$ cat config.mk
export PLATFORM = sky130hd
export DESIGN_NAME = plm_monitor
export DESIGN_NICKNAME = d
export VERILOG_FILES = /design/src/design/plm_pkg.sv /design/src/design/plm_monitor.sv
export SDC_FILE = /design/constraint.sdc
export NUM_CORES = 1
export LEC_CHECK = 0
export ABC_AREA = 1
export BUFFER_PORTS_ARGS = -buffer_cell sky130_fd_sc_hd__buf_2
export CAP_MARGIN = 25
export CORE_AREA = 2 2 131 133
export DETAILED_ROUTE_END_ITERATION = 10
export DIE_AREA = 0 0 133 135
export PLACE_DENSITY = 0.8
export SLEW_MARGIN = 20
export SYNTH_ARGS = -nofsm -noshare
export SYNTH_HDL_FRONTEND = slang
export SYNTH_SLANG_ARGS = --single-unit
$ cat constraint.sdc
create_clock -name clk_sys -period 17.85 [get_ports clk_sys]
set_input_delay 0 -clock clk_sys [delete_from_list [all_inputs] [get_ports clk_sys]]
set_output_delay 0 -clock clk_sys [all_outputs]
set_load 0.03 [all_outputs]
$ cat src/design/plm_pkg.sv
// Package for the loop lock and clock output monitor block
package plm_pkg;
  localparam int ADDR_W = 16;
  localparam int DATA_W = 16;
  // Register offsets (word addresses on the control port)
  localparam logic [15:0] OFS_LOOP_CTRL_A = 16'hf000;
  localparam logic [15:0] OFS_LOOP_CTRL_B = 16'hf001;
  localparam logic [15:0] OFS_LOOP_SRC = 16'hf002;
  localparam logic [15:0] OFS_LOOP_ENABLE = 16'hf003;
  localparam logic [15:0] OFS_LOCK_STATUS = 16'hf004;
  localparam logic [15:0] OFS_OUT_CTRL = 16'hf005;
  localparam logic [15:0] OFS_MONITOR_CTRL = 16'hf006;
  localparam logic [15:0] OFS_IRQ_STATUS = 16'hf010;
  localparam logic [15:0] OFS_IRQ_MASK = 16'hf011;
  // Reset values
  localparam logic [15:0] RST_LOCK_STATUS = 16'h0000;
  localparam logic [15:0] RST_OUT_CTRL = 16'h0000;
  localparam logic [15:0] RST_MONITOR_CTRL = 16'h0001;
  localparam logic [15:0] RST_ZERO = 16'h0000;
  // Field positions
  localparam int BIT_LOCK = 0;
  localparam int BIT_DRIVE_EN = 0;
  localparam int RATE_LO = 1;
  localparam int RATE_HI = 2;
  localparam int BIT_WDOG_EN = 0;
  localparam int BIT_LOOP_EN = 0;
  localparam int BIT_SRC_LOOP = 0;
  // Interrupt status bits
  localparam int IRQ_LOCKED = 0;
  localparam int IRQ_UNLOCKED = 1;
  localparam int IRQ_WDOG = 2;
  localparam int IRQ_W = 3;
  // Timing: settle time and unstable holdoff
  localparam int SETTLE_US = 100;
  localparam int CLK_MHZ = 40;
  localparam int SETTLE_CYC = SETTLE_US * CLK_MHZ;
  localparam int RELOCK_GAP = 16;
  localparam int CNT_W = 16;

  typedef enum {LP_OFF, LP_SETTLE, LP_LOCKED, LP_RESET} plm_loop_e;

  typedef struct packed {
    logic [1:0] rate;
    logic driveEn;
  } plm_outclk_s;
endpackage

$ cat src/design/plm_monitor.sv
// Loop lock status, clock output control and loop watchdog
`timescale 1ns/10ps

// Functional notes
// Lock flag bit 0, read only, resets 0
// Lock needs clock, valid settings, enable, settle
// Host polls lock flag before using clock
// Clock output settings apply on enable rise
// Rate field bits 2:1 select x1..x8
// Base rate is predivider output, 3.072 MHz
// Output rates scale with master clock
// Drive enable bit drives pin else Hi-Z
// Watchdog resets unstable loop automatically
// Relock after watchdog reset, same settings
// Watchdog enable resets to 1
// No lock, no clock while disabled
// Enable rise loads all pending settings
// Lock drops on disable or watchdog reset
module plm_monitor
  import plm_pkg::*;
#(
  parameter int SETTLE_CYCLES = SETTLE_CYC
) (
  // Clock and reset
  input wire logic clk_sys,
  input wire logic rst_n,
  // Register port
  input wire logic [ADDR_W-1:0] regAddr,
  input wire logic [DATA_W-1:0] regWrData,
  input wire logic regWrite,
  input wire logic regRead,
  output logic [DATA_W-1:0] regRdData,
  // Loop sense inputs, asynchronous
  input wire logic refClockStable,
  input wire logic loopUnstable,
  // Predivider tick (base rate) from the clock tree
  input wire logic baseClock,
  // Loop and clock tree controls
  output logic loopRun,
  output logic loopSourceSel,
  output logic [DATA_W-1:0] loopControlA,
  output logic [DATA_W-1:0] loopControlB,
  // Clock output pin
  output logic output_clock_pin_o,
  output logic output_clock_pin_oe,
  // Interrupt
  output logic irq
);

  logic rstSync1_q, rstSync2_q;
  always_ff @(posedge clk_sys or negedge rst_n) begin
    if (!rst_n) begin
      rstSync1_q <= 1'b0;
      rstSync2_q <= 1'b0;
    end else begin
      rstSync1_q <= 1'b1;
      rstSync2_q <= rstSync1_q;
    end
  end
  wire logic rstIn_n = rstSync2_q;

  // Asynchronous inputs through two flops
  logic [2:0] syncA_q, syncB_q;
  always_ff @(posedge clk_sys or negedge rstIn_n) begin
    if (!rstIn_n) begin
      syncA_q <= 3'h0;
      syncB_q <= 3'h0;
    end else begin
      syncA_q <= {baseClock, loopUnstable, refClockStable};
      syncB_q <= syncA_q;
    end
  end
  wire logic stableIn = syncB_q[0];
  wire logic unstableIn = syncB_q[1];
  wire logic baseIn = syncB_q[2];

  // Pending (written) and active register copies
  logic [DATA_W-1:0] ctrlA_q, ctrlA_d, ctrlB_q, ctrlB_d;
  logic srcPend_q, srcPend_d, enable_q, enable_d, wdogEn_q, wdogEn_d;
  plm_outclk_s outPend_q, outPend_d, outAct_q, outAct_d;
  logic [DATA_W-1:0] actA_q, actA_d, actB_q, actB_d;
  logic srcAct_q, srcAct_d;
  logic [IRQ_W-1:0] irqStat_q, irqStat_d, irqMask_q, irqMask_d;
  logic [DATA_W-1:0] rdData_q, rdData_d;
  logic irq_q, irq_d;

  plm_loop_e state_q, state_d;
  logic [CNT_W-1:0] count_q, count_d;
  logic lock_q, lock_d;
  logic [CNT_W-1:0] phase_q, phase_d, half_q, half_d, sub_q, sub_d, step;
  logic baseLast_q, baseLast_d;
  logic pin_q, pin_d, pinOe_q, pinOe_d;

  wire logic wrHit = regWrite;
  // Settings counted valid when source selects the loop path
  wire logic settingsOk = srcAct_q;

  logic [IRQ_W-1:0] irqEvent;

  always_comb begin
    ctrlA_d = ctrlA_q;
    ctrlB_d = ctrlB_q;
    srcPend_d = srcPend_q;
    enable_d = enable_q;
    wdogEn_d = wdogEn_q;
    outPend_d = outPend_q;
    irqMask_d = irqMask_q;
    if (wrHit) begin
      case (regAddr)
        OFS_LOOP_CTRL_A: ctrlA_d = regWrData;
        OFS_LOOP_CTRL_B: ctrlB_d = regWrData;
        OFS_LOOP_SRC: srcPend_d = regWrData[BIT_SRC_LOOP];
        OFS_LOOP_ENABLE: enable_d = regWrData[BIT_LOOP_EN];
        OFS_OUT_CTRL: begin
          outPend_d.rate = regWrData[RATE_HI:RATE_LO];
          outPend_d.driveEn = regWrData[BIT_DRIVE_EN];
        end
        OFS_MONITOR_CTRL: wdogEn_d = regWrData[BIT_WDOG_EN];
        OFS_IRQ_MASK: irqMask_d = regWrData[IRQ_W-1:0];
        default: ;
      endcase
    end
    // Pending values become active only on enable rise
    actA_d = (enable_d && !enable_q) ? ctrlA_d : actA_q;
    actB_d = (enable_d && !enable_q) ? ctrlB_d : actB_q;
    srcAct_d = (enable_d && !enable_q) ? srcPend_d : srcAct_q;
    outAct_d = (enable_d && !enable_q) ? outPend_d : outAct_q;
  end

  // Loop state: settle, lock, watchdog reset and relock
  always_comb begin
    state_d = state_q;
    count_d = count_q;
    irqEvent = '0;
    if (!enable_q) begin
      state_d = LP_OFF;
      count_d = '0;
    end else begin
      case (state_q)
        LP_OFF: begin
          state_d = LP_SETTLE;
          count_d = '0;
        end
        LP_SETTLE: begin
          if (!stableIn || !settingsOk) begin
            count_d = '0;
          end else if (count_q >= CNT_W'(SETTLE_CYCLES - 1)) begin
            state_d = LP_LOCKED;
            irqEvent[IRQ_LOCKED] = 1'b1;
          end else begin
            count_d = count_q + 1'b1;
          end
          if (wdogEn_q && unstableIn) begin
            state_d = LP_RESET;
            count_d = '0;
            irqEvent[IRQ_WDOG] = 1'b1;
          end
        end
        LP_LOCKED: begin
          if (wdogEn_q && unstableIn) begin
            state_d = LP_RESET;
            count_d = '0;
            irqEvent[IRQ_WDOG] = 1'b1;
            irqEvent[IRQ_UNLOCKED] = 1'b1;
          end else if (!stableIn) begin
            state_d = LP_SETTLE;
            count_d = '0;
            irqEvent[IRQ_UNLOCKED] = 1'b1;
          end
        end
        LP_RESET: begin
          // Hold reset briefly, then relock using active settings
          if (count_q >= CNT_W'(RELOCK_GAP - 1)) begin
            state_d = LP_SETTLE;
            count_d = '0;
          end else begin
            count_d = count_q + 1'b1;
          end
        end
        default: state_d = LP_OFF;
      endcase
    end
    if (enable_q && !enable_d && state_q == LP_LOCKED) begin
      irqEvent[IRQ_UNLOCKED] = 1'b1;
    end
    lock_d = (state_d == LP_LOCKED);
  end

  // Clock output: base half period measured in clocks, split by rate
  // Limitation: multiples are exact only when the rate divides the half
  // period; each base edge realigns the fast phase to avoid drift.
  always_comb begin
    baseLast_d = baseIn;
    phase_d = phase_q + 1'b1;
    half_d = half_q;
    sub_d = sub_q + 1'b1;
    step = half_q >> outAct_q.rate;
    pin_d = pin_q;
    pinOe_d = outAct_q.driveEn;
    if (baseIn != baseLast_q) begin
      half_d = phase_q + 1'b1;
      phase_d = '0;
      sub_d = '0;
      pin_d = 1'b1;
    end else if (sub_q + 1'b1 >= step) begin
      sub_d = '0;
      pin_d = ~pin_q;
    end
    if (outAct_q.rate == 2'b00) begin
      pin_d = baseIn;
    end
    if (!(state_q == LP_LOCKED) || !outAct_q.driveEn) begin
      pin_d = 1'b0;
    end
  end

  // Interrupt status, write one to clear, set wins
  always_comb begin
    irqStat_d = irqStat_q;
    if (wrHit && regAddr == OFS_IRQ_STATUS) begin
      irqStat_d = irqStat_q & ~regWrData[IRQ_W-1:0];
    end
    irqStat_d = irqStat_d | irqEvent;
    irq_d = |(irqStat_d & irqMask_d);
  end

  // Read path, data valid the cycle after the strobe
  always_comb begin
    rdData_d = '0;
    if (regRead) begin
      case (regAddr)
        OFS_LOOP_CTRL_A: rdData_d = ctrlA_q;
        OFS_LOOP_CTRL_B: rdData_d = ctrlB_q;
        OFS_LOOP_SRC: rdData_d[BIT_SRC_LOOP] = srcPend_q;
        OFS_LOOP_ENABLE: rdData_d[BIT_LOOP_EN] = enable_q;
        OFS_LOCK_STATUS: rdData_d[BIT_LOCK] = lock_q;
        OFS_OUT_CTRL: begin
          rdData_d[RATE_HI:RATE_LO] = outPend_q.rate;
          rdData_d[BIT_DRIVE_EN] = outPend_q.driveEn;
        end
        OFS_MONITOR_CTRL: rdData_d[BIT_WDOG_EN] = wdogEn_q;
        OFS_IRQ_STATUS: rdData_d[IRQ_W-1:0] = irqStat_q;
        OFS_IRQ_MASK: rdData_d[IRQ_W-1:0] = irqMask_q;
        default: rdData_d = '0;
      endcase
    end
  end

  always_ff @(posedge clk_sys or negedge rstIn_n) begin
    if (!rstIn_n) begin
      ctrlA_q <= RST_ZERO;
      ctrlB_q <= RST_ZERO;
      actA_q <= RST_ZERO;
      actB_q <= RST_ZERO;
      srcPend_q <= 1'b0;
      srcAct_q <= 1'b0;
      enable_q <= 1'b0;
      wdogEn_q <= RST_MONITOR_CTRL[BIT_WDOG_EN];
      outPend_q <= RST_OUT_CTRL[RATE_HI:0];
      outAct_q <= RST_OUT_CTRL[RATE_HI:0];
      irqStat_q <= '0;
      irqMask_q <= '0;
      irq_q <= 1'b0;
      rdData_q <= '0;
      state_q <= LP_OFF;
      count_q <= '0;
      lock_q <= RST_LOCK_STATUS[BIT_LOCK];
      phase_q <= '0;
      half_q <= '0;
      sub_q <= '0;
      baseLast_q <= 1'b0;
      pin_q <= 1'b0;
      pinOe_q <= 1'b0;
    end else begin
      ctrlA_q <= ctrlA_d;
      ctrlB_q <= ctrlB_d;
      actA_q <= actA_d;
      actB_q <= actB_d;
      srcPend_q <= srcPend_d;
      srcAct_q <= srcAct_d;
      enable_q <= enable_d;
      wdogEn_q <= wdogEn_d;
      outPend_q <= outPend_d;
      outAct_q <= outAct_d;
      irqStat_q <= irqStat_d;
      irqMask_q <= irqMask_d;
      irq_q <= irq_d;
      rdData_q <= rdData_d;
      state_q <= state_d;
      count_q <= count_d;
      lock_q <= lock_d;
      phase_q <= phase_d;
      half_q <= half_d;
      sub_q <= sub_d;
      baseLast_q <= baseLast_d;
      pin_q <= pin_d;
      pinOe_q <= pinOe_d;
    end
  end

  // Loop held off while disabled or in watchdog reset
  logic loopRun_q;
  always_ff @(posedge clk_sys or negedge rstIn_n) begin
    if (!rstIn_n) begin
      loopRun_q <= 1'b0;
    end else begin
      loopRun_q <= enable_d && (state_d != LP_RESET);
    end
  end

  assign loopRun = loopRun_q;
  assign loopSourceSel = srcAct_q;
  assign loopControlA = actA_q;
  assign loopControlB = actB_q;
  assign output_clock_pin_o = pin_q;
  assign output_clock_pin_oe = pinOe_q;
  assign irq = irq_q;
  assign regRdData = rdData_q;

endmodule

==> Implementation_results.wiki <==
{| class="wikitable"
! Metric !! Value
|-
| Status || completed
|-
| Area occupied by registers || 5160 µm²
|-
| Chip height || 135 µm
|-
| Cell area power density || 86.9 nW/µm²
|-
| Netlist area before placement || 9690 µm²
|-
| Number of warnings issued by yosys || 0
|-
| Number of standard cells after synthesis || 1172
|-
| P_leak || 6.07 nW
|-
| Clock tree skew after final layout || 0.00803 ns
|-
| Share of synthesized cell area in full adder, half adder and majority cells || 2.45%
|-
| Leading post-synthesis cells by instance count || nand2_1, dfrtp_1, nor2_1, inv_1, o21ai_0
|-
| Per-cell via count in the routed design || 5.29
|-
| Number of fill cells || 1267
|-
| Global-route usage over all layers || 25.5%
|-
| Critical-path cell list || ha_1, nand2_1, nor2_1, nand4_1, nor2_1, nand2_1, nor2_1, xnor2_1, inv_1, ha_1, nand2_1, nor3_1, nand3_1, nand4_1, inv_1, and2_1
|-
| Routability Congestion || 0.869
|-
| Core area || 16400 µm²
|-
| Sequential fraction of the synthesis area || 53.2%
|-
| DRC violation total after the first TritonRoute iteration || 658
|-
| Endpoint of the worst hold-timing path || wdogEn_q
|-
| Data arrival at the endpoint of the critical path || 3.78 ns
|-
| Top area cells in the synthesized netlist || dfrtp_1, nand2_1, nor2_1
|-
| Xor/xnor share of the synthesized area || 2.17%
|-
| Initial Util || 59.0%
|-
| Largest fanout on the critical path || 14
|-
| Wire length of the first global-routing pass || 37.6 mm
|-
| Floorplan die area || 18000 µm²
|-
| Flop-to-flop setup slack || 14.46 ns
|-
| Fraction of the core area covered by cells at the end of the flow || 69.7%
|-
| Post-DP HPWL || 14.5 mm
|-
| Simple-gate share of the synthesized area || 28.4%
|-
| Flip-flop and latch count after synthesis || 206
|-
| TritonCTS Buffers || 22
|-
| Relative max-transition margin || 46.7%
|-
| Clock latency on the worst-skew pair || 0.51 ns
|-
| Top Ports || 92
|-
| Worst-case setup margin in the final layout || 14.46 ns
|-
| Max-cap check violation count || 0
|-
| Number of enable flip-flop cells after synthesis || 0
|-
| Aggregate routed wire length || 22.0 mm
|-
| Ys flop type || dfrtp_1
|-
| Overall via count from detail_route || 8176
|-
| Critical setup path kind || register to register
|-
| Synthesized-area fraction occupied by ao, oa, aoi and oai cells || 7.12%
|-
| Largest net degree at the start of global routing || 82
|-
| # setup viols final || 0
|-
| CP Buf/Inv Count || 2
|-
| Minimum clock period || 3.39 ns
|-
| Congestion Overflow GR || 0
|-
| Number of antenna violations at the first check in global routing || 1
|-
| Master of the slowest instance on the critical path || nand4_1
|-
| Area used by multi-input combinational logic || 4050 µm²
|-
| Root cell of the clock tree || clkbuf_16
|-
| Number of detailed-route iterations in the first pass || 6
|-
| Number of global-route vias before repair || 8042
|-
| WP data required || 18.24 ns
|-
| Peak supply drop || 0.0706 mV
|-
| Per-instance average area after synthesis || 8.27 µm²
|-
| Origin of the critical flop-to-flop path || sub_q[0]
|-
| Hold path startpoint || regAddr[1]
|-
| Most area-hungry cell type in the Yosys netlist || dfrtp_1
|-
| Final routed DRC violation total || 0
|-
| Worst slew pin tran || 0.800 ns
|-
| Count of unique library cells instantiated by Yosys || 46
|-
| Maximum clock rate || 295 MHz
|-
| Multiplexer fraction of the synthesized cell area || 0.426%
|-
| Count of clock tree sinks || 206
|-
| Max Transition Viols Final || 0
|-
| Element type at the critical path end || register
|-
| Dominant combinational cell family by area after synthesis || simple AND/OR/NAND/NOR gates
|-
| Number of nets still failing antenna checks after routing || 0
|-
| Most frequent cell after synthesis || nand2_1
|-
| CP delay by family, top || simple AND/OR/NAND/NOR gates
|-
| Core Rows || 47
|-
| Maximum level of the CTS H-tree || 1
|-
| Buffers added on ports || 91
|-
| Routed length per placed instance || 14.2 µm
|-
| Ys async rst share || 100%
|-
| Overall die width || 133 µm
|-
| Worst path depth || 16
|-
| Unrepaired setup endpoints after global routing || false
|-
| Worst hold stages || 5
|-
| Worst min-delay path category || input pin to register
|-
| Accumulated negative setup slack || 0 ns
|-
| R2R depth || 16
|-
| NumNets Final || 1367
|-
| Post-CTS Setup Inserts || 0
|-
| Maximum cell stage delay along the critical path || 0.43 ns
|-
| Worst-case clock buffer depth || 3
|-
| Type of origin of the critical path || register
|-
| Worst setup timing slack at the placement stage || 14.52 ns
|-
| Number of hold-slack violations in the final timing report || 0
|-
| Layout cells sized above 1 || 12.4%
|-
| Yosys top cell area share || 53.0%
|-
| Part of the cycle the worst path needs || 19.0%
|-
| Layout overhead on the synthesized area || 18.0%
|-
| R2R Path End || sub_q[2]
|-
| CTS clk-pin slew, worst paths || 0.07 ns
|-
| CTS tree || yes
|}
[power by group]
part,internal (W),switching (W),leakage [nW]
combinational,0.0000105,0.0000225,3.05
clock,0.000295,0.000187,0.377
sequential,0.000474,0.00000474,2.65
[final cells by class]
type,instances,area share (%)
clock inverter,10,1.29
sequential,206,45.1
inverter,109,3.58
tap,220,2.41
timing repair buffer,120,6.55
clock buffer,29,5.57
antenna,1,0.0219
multi-input combinational,850,35.4
[flip-flops by register name, summed over array words and instances, names as in the netlist, 2 cells and up]
name and flops:
count_q 16, ctrlB_q 16, phase_q 16, half_q 16
irqStat_q 3, regRdData 16, outPend_q 3, loopControlA 16
ctrlA_q 16, irqMask_q 3, state_q 32, loopControlB 16
syncB_q 3, syncA_q 3, sub_q 16, outAct_q 2
[repair_timing]
action                                 CTS  global route
gates resized for setup                  0             0
endpoints found under the hold margin   86             0
setup endpoints to repair                0             0
hold buffers                            25             0
[per-layer routing]
layer	wire length [µm]	global-route usage, %
met1	9540	34.6
met4	459	8.18
met2	10600	42.7
met5	0	0
met3	1330	3.72
[cells in the final DEF, fill, tap and decap left out, types with 2 or more instances in the layout]
cell	Yosys	final
buf_4	2	3
and2_1	8	8
conb_1	2	31
inv_1	103	103
nand4_1	26	26
inv_2	5	5
clkbuf_16	0	22
bufinv_16	0	3
ha_1	19	19
and3_1	2	2
o21ai_0	68	68
a21oi_1	29	29
dfrtp_1	205	204
xor2_1	17	17
clkbuf_8	0	6
nor3_1	14	14
nand3_1	62	62
mux2i_1	3	3
nand3_2	2	2
dlygate4sd3_1	0	25
nand2_2	2	2
clkinvlp_4	0	3
nand4_2	2	2
nand2_1	377	377
or2_2	2	2
nor2_8	2	2
buf_2	6	91
o21ai_1	29	29
nor2_4	5	5
nor2_2	3	3
xnor2_1	7	7
clkinv_2	0	2
o211ai_1	2	2
nor2_1	125	125
[metrics by stage]
step / cell area [µm²] / power (W) / instances / hold WS [ns]
after global placement: 10400 / 0.000514 / 1479 / -0.215
after global routing: 11400 / 0.00103 / 1544 / 0.0636
after CTS: 11400 / 0.00100 / 1543 / 0.00810
after floorplan: 9800 / 0.000503 / 1201 / -0.296
after detailed placement: 10400 / 0.000515 / 1479 / -0.213
final: 11400 / 0.000993 / 1545 / 0.0224
[cells by family (layout without fill, tap and decap cells)]
kind of cell    Yosys count  in the layout
xor+xnor                 24             24
flops                   206            206
simple gates            639            639
other cells               2             32
fa+ha+maj                19             19
mux                       4              4
buf+inv                 145            268
compound gates          133            133
[how the worst max path moves through the flow]
stage,start,end
after CTS,sub_q[0],sub_q[2]
after global placement,sub_q[0],output_clock_pin_o
after detailed placement,sub_q[0],sub_q[2]
after floorplan,rstIn_n,baseLast_q
after global routing,sub_q[0],output_clock_pin_o
final,sub_q[0],sub_q[2]
[worst reg2reg max path, delay by kind of cell, from the launching register on]
kind | cells | cell delay [ns]
and+or+nand+nor | 11 | 1.95
xor gates and xnor gates | 1 | 0.15
DFF | 1 | 0.41
buffers and inverters | 2 | 0.26
adders and majority gates | 2 | 0.49
Note: power is estimated with default switching activity, not from simulation.
